`src/logic/dbc_pkg.sv`:
```
`default_nettype none
package dbc_pkg;
  localparam logic [2:0] DBC_ADDR_MEMCTL = 3'h2;
  localparam logic [2:0] DBC_ADDR_EXTIO = 3'h3;
  localparam logic [2:0] DBC_ADDR_CODEC = 3'h4;
  localparam int DBC_IO_AW = 3;
  localparam int DBC_DW = 8;
  localparam int DBC_LINES = 4;
  localparam int DBC_PAGE_W = 5;
  localparam int DBC_DSP_AW = 16;
  localparam int DBC_EXT_AW = 20;
  localparam int DBC_WIN_BIT = 15;
  localparam logic [7:0] DBC_MEMCTL_RST = 8'h80;
  localparam logic [7:0] DBC_EXTIO_RST = 8'h30;
  localparam logic [7:0] DBC_CODEC_RST = 8'h06;
  localparam logic [7:0] DBC_CODEC_WMASK = 8'hdf;
  localparam int DBC_MEM_BANK_B = 7;
  localparam int DBC_MEM_WIDE_B = 6;
  localparam int DBC_MEM_ODD_B = 5;
  localparam int DBC_CC_CLK_B = 7;
  localparam int DBC_CC_PWR_B = 6;
  localparam int DBC_CC_LEFT_B = 4;
  localparam int DBC_CC_RIGHT_B = 3;
  localparam int DBC_CC_DEM_HI_B = 2;
  localparam int DBC_CC_DEM_LO_B = 1;
  localparam int DBC_CC_SPEED_B = 0;

  typedef enum logic [0:0] {
    DBC_HALF_LO = 1'b0,
    DBC_HALF_HI = 1'b1
  } dbc_half_t;

  typedef struct packed {
    logic memory_bank_select;
    logic wide_access_select;
    logic odd_word_align;
    logic [DBC_PAGE_W-1:0] page_select;
  } dbc_memctl_t;

  typedef struct packed {
    logic codec_clock_gate;
    logic codec_power_enable;
    logic left_input_select;
    logic right_input_select;
    logic [1:0] deemphasis_select;
    logic sample_speed_mode;
  } dbc_codec_t;
endpackage : dbc_pkg
`default_nettype wire

```
`src/logic/dbc_io_line.sv`:
```
`default_nettype none
module dbc_io_line
  import dbc_pkg::*;
(
  input wire logic mclk,
  input wire logic arst_n,
  input wire logic dir,
  input wire logic level,
  input wire logic pin_i,
  output logic pin_o,
  output logic pin_oe,
  output logic rd_level_q
);
  assign pin_oe = dir;
  assign pin_o = level;

  always_ff @(posedge mclk or negedge arst_n) begin
    if (!arst_n) begin
      rd_level_q <= 1'b0;
    end else begin
      rd_level_q <= dir ? level : pin_i;
    end
  end

  line_release_a: assert property (@(posedge mclk) disable iff (!arst_n)
    !dir |=> (rd_level_q == $past(pin_i))) else $error("Input line not read back");
endmodule : dbc_io_line
`default_nettype wire

```
`src/logic/dbc_regs.sv`:
```
// Notes on behaviour
// - I/O addresses 2, 3, 4 select memory, line and codec control registers.
// - Memory bit 7 picks onboard (0) or daughterboard (1) memory; resets 1.
// - Memory bit 6 picks 16-bit (0) or 32-bit (1) daughterboard access; resets 0.
// - Memory bit 5 marks even or odd 32-bit access, timing selects; resets 0.
// - Memory bits 4:0 select one of 32 pages of 32K words; reset page 0.
// - External data memory responds only in window 0x8000 to 0xffff.
// - Address bits 14:0 pass through; bits 19:15 come from the page bits.
// - Line register bits 7:4 set line directions; reset lines 3,2 in, 1,0 out.
// - Line register bits 3:0 set output levels and read live levels; reset low.
// - Codec bit 7 gates the codec clocks; resets 0.
// - Codec bit 6 drives codec power-down input; 0 powered down; resets 0.
// - Codec bits 4 and 3 pick left and right input; 0 line, 1 microphone.
// - Codec bits 2:1 pick de-emphasis 32k, 44.1k, 48k or off; resets 11.
// - Codec bit 0 picks speed mode; 0 up to 48 kHz; resets 0.
// - Codec bit 5 ignores writes and reads zero.
`default_nettype none
module dbc_regs
  import dbc_pkg::*;
(
  input wire logic mclk,
  input wire logic arst_n,
  input wire logic [DBC_IO_AW-1:0] io_addr,
  input wire logic io_sel,
  input wire logic io_wr,
  input wire logic io_rd,
  input wire logic [DBC_DW-1:0] io_wdata,
  output logic [DBC_DW-1:0] io_rdata,
  input wire logic [DBC_DSP_AW-1:0] dsp_addr,
  input wire logic data_strobe,
  input wire logic io_space_strobe,
  output logic onboard_mem_sel,
  output logic board_mem_sel,
  output logic board_io_sel,
  output logic [DBC_EXT_AW-1:0] ext_addr,
  output logic wide_access_select,
  output logic odd_word_align,
  output logic board_half_sel,
  input wire logic [DBC_LINES-1:0] ext_line_i,
  output logic [DBC_LINES-1:0] ext_line_o,
  output logic [DBC_LINES-1:0] ext_line_oe,
  output logic codec_clock_gate,
  output logic codec_power_enable,
  output logic left_input_select,
  output logic right_input_select,
  output logic [1:0] deemphasis_select,
  output logic sample_speed_mode
);
  dbc_memctl_t memory_control_reg_q;
  logic [DBC_DW-1:0] ext_io_reg_q;
  dbc_codec_t codec_control_reg_q;
  logic [DBC_LINES-1:0] line_rd;
  logic in_window;
  dbc_half_t half_q;
  logic [DBC_DW-1:0] rdata_d;

  wire wr_mem = io_sel && io_wr && (io_addr == DBC_ADDR_MEMCTL);
  wire wr_ext = io_sel && io_wr && (io_addr == DBC_ADDR_EXTIO);
  wire wr_cc = io_sel && io_wr && (io_addr == DBC_ADDR_CODEC);

  always_ff @(posedge mclk or negedge arst_n) begin
    if (!arst_n) begin
      memory_control_reg_q <= dbc_memctl_t'(DBC_MEMCTL_RST);
    end else if (wr_mem) begin
      memory_control_reg_q <= dbc_memctl_t'(io_wdata);
    end
  end

  always_ff @(posedge mclk or negedge arst_n) begin
    if (!arst_n) begin
      ext_io_reg_q <= DBC_EXTIO_RST;
    end else if (wr_ext) begin
      ext_io_reg_q <= io_wdata;
    end
  end

  always_ff @(posedge mclk or negedge arst_n) begin
    if (!arst_n) begin
      codec_control_reg_q <= dbc_codec_t'(DBC_CODEC_RST[6:0]);
    end else if (wr_cc) begin
      codec_control_reg_q <= dbc_codec_t'({io_wdata[7:6], io_wdata[4:0]});
    end
  end

  genvar gi;
  generate
    for (gi = 0; gi < DBC_LINES; gi++) begin : g_line
      dbc_io_line u_line (
        .mclk(mclk),
        .arst_n(arst_n),
        .dir(ext_io_reg_q[DBC_LINES + gi]),
        .level(ext_io_reg_q[gi]),
        .pin_i(ext_line_i[gi]),
        .pin_o(ext_line_o[gi]),
        .pin_oe(ext_line_oe[gi]),
        .rd_level_q(line_rd[gi])
      );
    end
  endgenerate

  always_comb begin
    rdata_d = '0;
    case (io_addr)
      DBC_ADDR_MEMCTL: rdata_d = memory_control_reg_q;
      DBC_ADDR_EXTIO: rdata_d = {ext_io_reg_q[7:4], line_rd};
      DBC_ADDR_CODEC: rdata_d = {codec_control_reg_q[6:5], 1'b0,
                                 codec_control_reg_q[4:0]};
      default: rdata_d = '0;
    endcase
  end

  always_ff @(posedge mclk or negedge arst_n) begin
    if (!arst_n) begin
      io_rdata <= '0;
    end else if (io_sel && io_rd) begin
      io_rdata <= rdata_d;
    end
  end

  assign in_window = dsp_addr[DBC_WIN_BIT];
  assign onboard_mem_sel = data_strobe && in_window && !memory_control_reg_q.memory_bank_select;
  assign board_mem_sel = data_strobe && in_window && memory_control_reg_q.memory_bank_select;
  assign board_io_sel = io_space_strobe && in_window;
  assign ext_addr = {memory_control_reg_q.page_select, dsp_addr[DBC_WIN_BIT-1:0]};
  assign wide_access_select = memory_control_reg_q.wide_access_select;
  assign odd_word_align = memory_control_reg_q.odd_word_align;

  // half tracking: second access of a pair is at the base address
  // whose parity the odd bit gives; low address bit then says which half.
  always_ff @(posedge mclk or negedge arst_n) begin
    if (!arst_n) begin
      half_q <= DBC_HALF_LO;
    end else if (board_mem_sel || board_io_sel) begin
      half_q <= dbc_half_t'(dsp_addr[0] ^ memory_control_reg_q.odd_word_align);
    end
  end
  assign board_half_sel = memory_control_reg_q.wide_access_select && (half_q == DBC_HALF_HI);

  assign codec_clock_gate = codec_control_reg_q.codec_clock_gate;
  assign codec_power_enable = codec_control_reg_q.codec_power_enable;
  assign left_input_select = codec_control_reg_q.left_input_select;
  assign right_input_select = codec_control_reg_q.right_input_select;
  assign deemphasis_select = codec_control_reg_q.deemphasis_select;
  assign sample_speed_mode = codec_control_reg_q.sample_speed_mode;

  memctl_write_a: assert property (@(posedge mclk) disable iff (!arst_n)
    wr_mem |=> (memory_control_reg_q == $past(io_wdata))) else $error("Memory write lost");
  codec_rsvd_a: assert property (@(posedge mclk) disable iff (!arst_n)
    (io_sel && io_rd && io_addr == DBC_ADDR_CODEC) |=> !io_rdata[5])
    else $error("Reserved bit reads one");
  window_gate_a: assert property (@(posedge mclk) disable iff (!arst_n)
    !dsp_addr[DBC_WIN_BIT] |-> !(onboard_mem_sel || board_mem_sel || board_io_sel))
    else $error("Select outside window");
  addr_ext_a: assert property (@(posedge mclk) disable iff (!arst_n)
    ext_addr[19:15] == memory_control_reg_q.page_select) else $error("Page bits wrong");
  line_dir_a: assert property (@(posedge mclk) disable iff (!arst_n)
    wr_ext |=> (ext_line_oe == $past(io_wdata[7:4]))) else $error("Direction not applied");
  line_read_a: assert property (@(posedge mclk) disable iff (!arst_n)
    (ext_line_oe == 4'h0 && $past(ext_line_oe) == 4'h0 && io_sel && io_rd &&
     io_addr == DBC_ADDR_EXTIO)
    |=> io_rdata[3:0] == $past(ext_line_i, 2)) else $error("Line level misread");
  codec_gate_a: assert property (@(posedge mclk) disable iff (!arst_n)
    wr_cc |=> codec_clock_gate == $past(io_wdata[7]) && codec_power_enable == $past(io_wdata[6]))
    else $error("Codec gate not applied");
  deemph_a: assert property (@(posedge mclk) disable iff (!arst_n)
    !wr_cc |=> $stable(deemphasis_select)) else $error("De-emphasis changed");
  unmapped_a: assert property (@(posedge mclk) disable iff (!arst_n)
    (io_sel && io_rd && io_addr > DBC_ADDR_CODEC) |=> io_rdata == 8'h00)
    else $error("Unmapped read nonzero");

  cov_wide_c: cover property (@(posedge mclk) disable iff (!arst_n)
    wide_access_select && board_mem_sel);
  cov_codec_c: cover property (@(posedge mclk) disable iff (!arst_n)
    codec_clock_gate ##[1:20] codec_power_enable);
  cov_onboard_c: cover property (@(posedge mclk) disable iff (!arst_n) onboard_mem_sel);
endmodule : dbc_regs
`default_nettype wire

```
`config.mk`:
```
export PLATFORM = sky130hd
export DESIGN_NAME = dbc_regs
export DESIGN_NICKNAME = d
export VERILOG_FILES = /design/src/logic/dbc_pkg.sv /design/src/logic/dbc_io_line.sv /design/src/logic/dbc_regs.sv
export SDC_FILE = /design/constraint.sdc
export NUM_CORES = 1
export LEC_CHECK = 0
export BUFFER_PORTS_ARGS = -buffer_cell sky130_fd_sc_hd__buf_2
export CAP_MARGIN = 10
export CORE_ASPECT_RATIO = 1.75
export CORE_MARGIN = 4
export CORE_UTILIZATION = 43
export CTS_BUF_LIST = sky130_fd_sc_hd__clkbuf_8
export DETAILED_ROUTE_END_ITERATION = 8
export PLACE_DENSITY = 0.78
export SYNTH_ARGS = -nofsm -noshare
export SYNTH_HDL_FRONTEND = slang
export SYNTH_SLANG_ARGS = --single-unit
export TNS_END_PERCENT = 30
```
`constraint.sdc`:
```
create_clock -name mclk -period 1.21 [get_ports mclk]
set_clock_uncertainty 0.2 [all_clocks]
set_input_delay 0.121 -clock mclk [delete_from_list [all_inputs] [get_ports mclk]]
set_output_delay 0.121 -clock mclk [all_outputs]
set_load 0.02 [all_outputs]
```
==> results.txt <==
- Measured along the x axis, the die boundary spans 57.1 um.
* Number of violations reported at the end of detailed-routing iteration 0: 6
- Relative to the synthesized area, the layout overhead comes to 38.9%.
- Total power for the finished layout comes to 3.99 mW.
- In this run the tool buffered the top-level ports with 58 buffer cells.
- In this run the top signal layer used is met4.
- WP data arrival: 1130 ps
* Max-cap violation count: 0
* EDFF count, synth: 0
* Vert. Die Dim: 93.9 um
- Counting along the longest clock path gives a buffer depth of 2.
* Critical-path maximum fanout: 3
* Syn Inst Count: 153
- Wire length after detailed routing: 4.44 mm
- FMAX: 689 MHz
- Of all cell types, the one taking the most synthesized area is dfrtp_1.
- After detailed routing, the number of remaining DRC violations is 0.
* All-Layer GR Usage: 17.0%
- Fraction of layout instances using a drive strength above 1: 60.2%
- Antenna cell count: 0
- The initial antenna violation count came to 0.
- Final design instance area without fill: 0.00252 mm2
* Wire length of the first global-routing pass: 6.91 mm
* Clk slew on worst S/H paths: 70 ps
- Sequential area share after synthesis: 50.1%
- Core area: 0.00411 mm2
- In this run the worst hold path is classified as input port to register.
- Post-layout utilization of the core: 61.2%
- TritonCTS clock tree: done
- Category of the most critical setup path: register to output pin
- After the last flow step, the layout net total stands at 263.
- Mean area per synthesized cell: 11.8 um2
- Together, buffers and inverters on the worst path number 1.
- In this run the cell area measured after placement is 0.00208 mm2.
* Leakage: 1.20 nW
- TritonCTS created 5 clock buffers.
- DPL Wire Length: 3.10 mm
* Die Footprint: 0.00536 mm2
- Remaining max-slew budget at the tightest pin: 62.9%
- Among all flip-flop cells after synthesis, the most frequent one is dfrtp_1.
- Violated checks: setup timing
- The worst setup path is launched from a register.
* Dominant delay contributor by cell family on the critical path: flip-flops
* Max-slew violation total from the final report: 0
- Number of endpoints with negative hold slack in the final report: 0
- Number of sinks driven by the clock tree: 36
- In this run the number of H-tree levels came out at 2.
- Post-synthesis cell area: 0.00181 mm2
- On the critical path, the stage with the largest delay is an instance of dfstp_2.
- For this block, the via count after detailed routing is 1377.
* Total power divided by cell area: 1590 mW/mm2
- Counting instances in the post-synthesis netlist gives the leading cell types as dfrtp_1, buf_4, mux2_2, nand2_1, nor2b_1.
- DR WL/cell: 16.1 um
- At the worst endpoint, the required time is 890 ps.
- Async set-reset flop share out of synthesis: 100%
- Pin placement for this block handled 87 I/O pins.
- Ranked by total cell area, the synthesized netlist is headed by dfrtp_1, mux2_2, buf_4.
- For the pin with the worst max-slew slack, the measured transition is 557 ps.
- Aggregate global routing overflow: 0
- Summed over its instances, the top area cell type makes up 42.8% of the synthesized netlist area.
* Most common cell in the synthesized netlist: dfrtp_1
- Final critical-path setup slack: -241 ps
- In this run, distinct cell masters in the synthesized netlist total 22.
* Largest incremental delay on the critical path: 540 ps
- After the flow finishes, the layout carries non-filler instances totaling 275.
* Count of placed standard cells including taps: 242
- Tmin final: 1450 ps
* Total negative slack: -1160 ps
- Pin count of the biggest net entering global routing: 37
- For this configuration, the core starts out at a cell density of 44.1%.
- Synthesis warning total: 0
- Total of flip-flops plus latches after synthesis: 36
* Wire length on met3: 251 um
- Clock root cell: clkbuf_8
- Setup repair after global routing could not meet its margin everywhere.
- For this run, the detailed router's first-pass iteration total came to 4.
* Final setup violation count: 13
- Routability-driven placement finished with a final weighted congestion of 0.788.
- Once detail routing completed, the nets flagged for antenna violations numbered 0.
- Outcome: finished, violations left
* Final cycle utilization of the critical path: 120%
- Worst path cell trace: and3_4 -> buf_6
* Insertion delay of the later-clocked pin in the worst-skew pair: 290 ps
- Using the TritonRoute via totals, the vias-per-cell ratio works out to 5.01.
* Wl on met1: 1.67 mm
* Sort of element at the end of the critical path: output pin
- Maximum vdd drop: 0.00102 V
- Core Rows: 31
- The number of global-route vias before repair is 1444.
* Net count after synthesis: 191
- Met2 WL: 2.33 mm
[layout by cell type (no fill, tap or decap), types with 2 or more instances in the layout]
cell	synthesis	routed
buf_12	0	3
buf_2	1	47
dfstp_2	5	5
nor2b_1	9	7
nor3b_4	2	2
clkbuf_8	0	6
a31oi_1	7	7
buf_4	30	18
inv_1	2	2
clkinv_2	0	2
dlygate4sd3_1	0	13
buf_6	0	18
and2_1	3	2
nand2_1	10	9
dfrtp_1	31	30
a32oi_1	7	7
nor2_1	8	8
mux2_2	27	26
[metal layers]
metal  vias up  track usage (%)
li1        653                -
met1       655             19.2
met2        49             29.0
met3        20             2.75
met4         0             11.0
met5         -                0
[sequential cells by signal (all words and copies together), names as in the netlist]
| signal | count |
|---|---|
| ext_io_reg_q | 8 |
| codec_clock_gate | 1 |
| wide_access_select | 1 |
| half_q | 1 |
| ext_addr | 5 |
| odd_word_align | 1 |
| left_input_select | 1 |
| memory_control_reg_q | 1 |
| io_rdata | 8 |
| deemphasis_select | 2 |
| g_line.u_line.rd_level_q | 4 |
| codec_power_enable | 1 |
| sample_speed_mode | 1 |
| right_input_select | 1 |
[worst reg2reg max path, stage by stage, from the launching register on]
cell,delay [ps]
dfstp_2,540
and3_4,180
buf_4,110
o21ai_2,40
o31a_1,110
[stage by stage]
stage	setup WS, ps	hold slack [ps]
finish	-241	32.7
global route	-271	42.0
floorplan	-202	-375
CTS	-256	14.0
global placement	-286	-105
detailed placement	-314	-100
[final timing paths]
kind | end | start | depth (start not counted) | slack [ps]
worst min-delay path | half_q$_DFFE_PN0P_ | dsp_addr[0] | 4 | 30
min in group asynchronous | codec_power_enable$_DFFE_PN0P_ | arst_n | 3 | 110
worst max register to register | half_q$_DFFE_PN0P_ | memory_control_reg_q[7]$_DFFE_PN1P_ | 4 | -90
max in group asynchronous | ext_io_reg_q[4]$_DFFE_PN1P_ | arst_n | 3 | 440
worst max-delay path | board_mem_sel | memory_control_reg_q[7]$_DFFE_PN1P_ | 2 | -240
worst min register to register | g_line[0].u_line.rd_level_q$_DFF_PN0_ | ext_io_reg_q[0]$_DFFE_PN0P_ | 1 | 330
[power breakdown]
| group | switching [mW] | total (mW) | internal [mW] | leakage, nW |
|---|---|---|---|---|
| sequential | 0.202 | 1.69 | 1.49 | 0.428 |
| combinational | 0.646 | 1.41 | 0.761 | 0.717 |
| clock | 0.437 | 0.891 | 0.454 | 0.0510 |
[timing repair]
action / in CTS / in global routing
setup endpoints to repair: 24 / 40
pin swaps: 0 / 5
endpoints found under the hold margin: 63 / 0
setup buffers: 8 / 5
gates resized for setup: 18 / 21
hold buffers: 13 / 0
[cell families after synthesis]
family	count (synthesis)	synth area share, %
xor+xnor	1	0.484
buf+inv	36	13.7
flops	36	50.1
mux	28	17.3
compound gates	17	6.91
simple gates	35	11.5
[cell type report]
cell class	count	area, um2
Timing Repair Buffer	99	763
Multi-Input combinational cell	81	683
Inverter	2	7.51
Tap cell	49	61.3
Clock inverter	2	10.0
Fill cell	349	1600
Clock buffer	6	82.6
Sequential cell	36	908
Power figures use the tool's default switching activity.
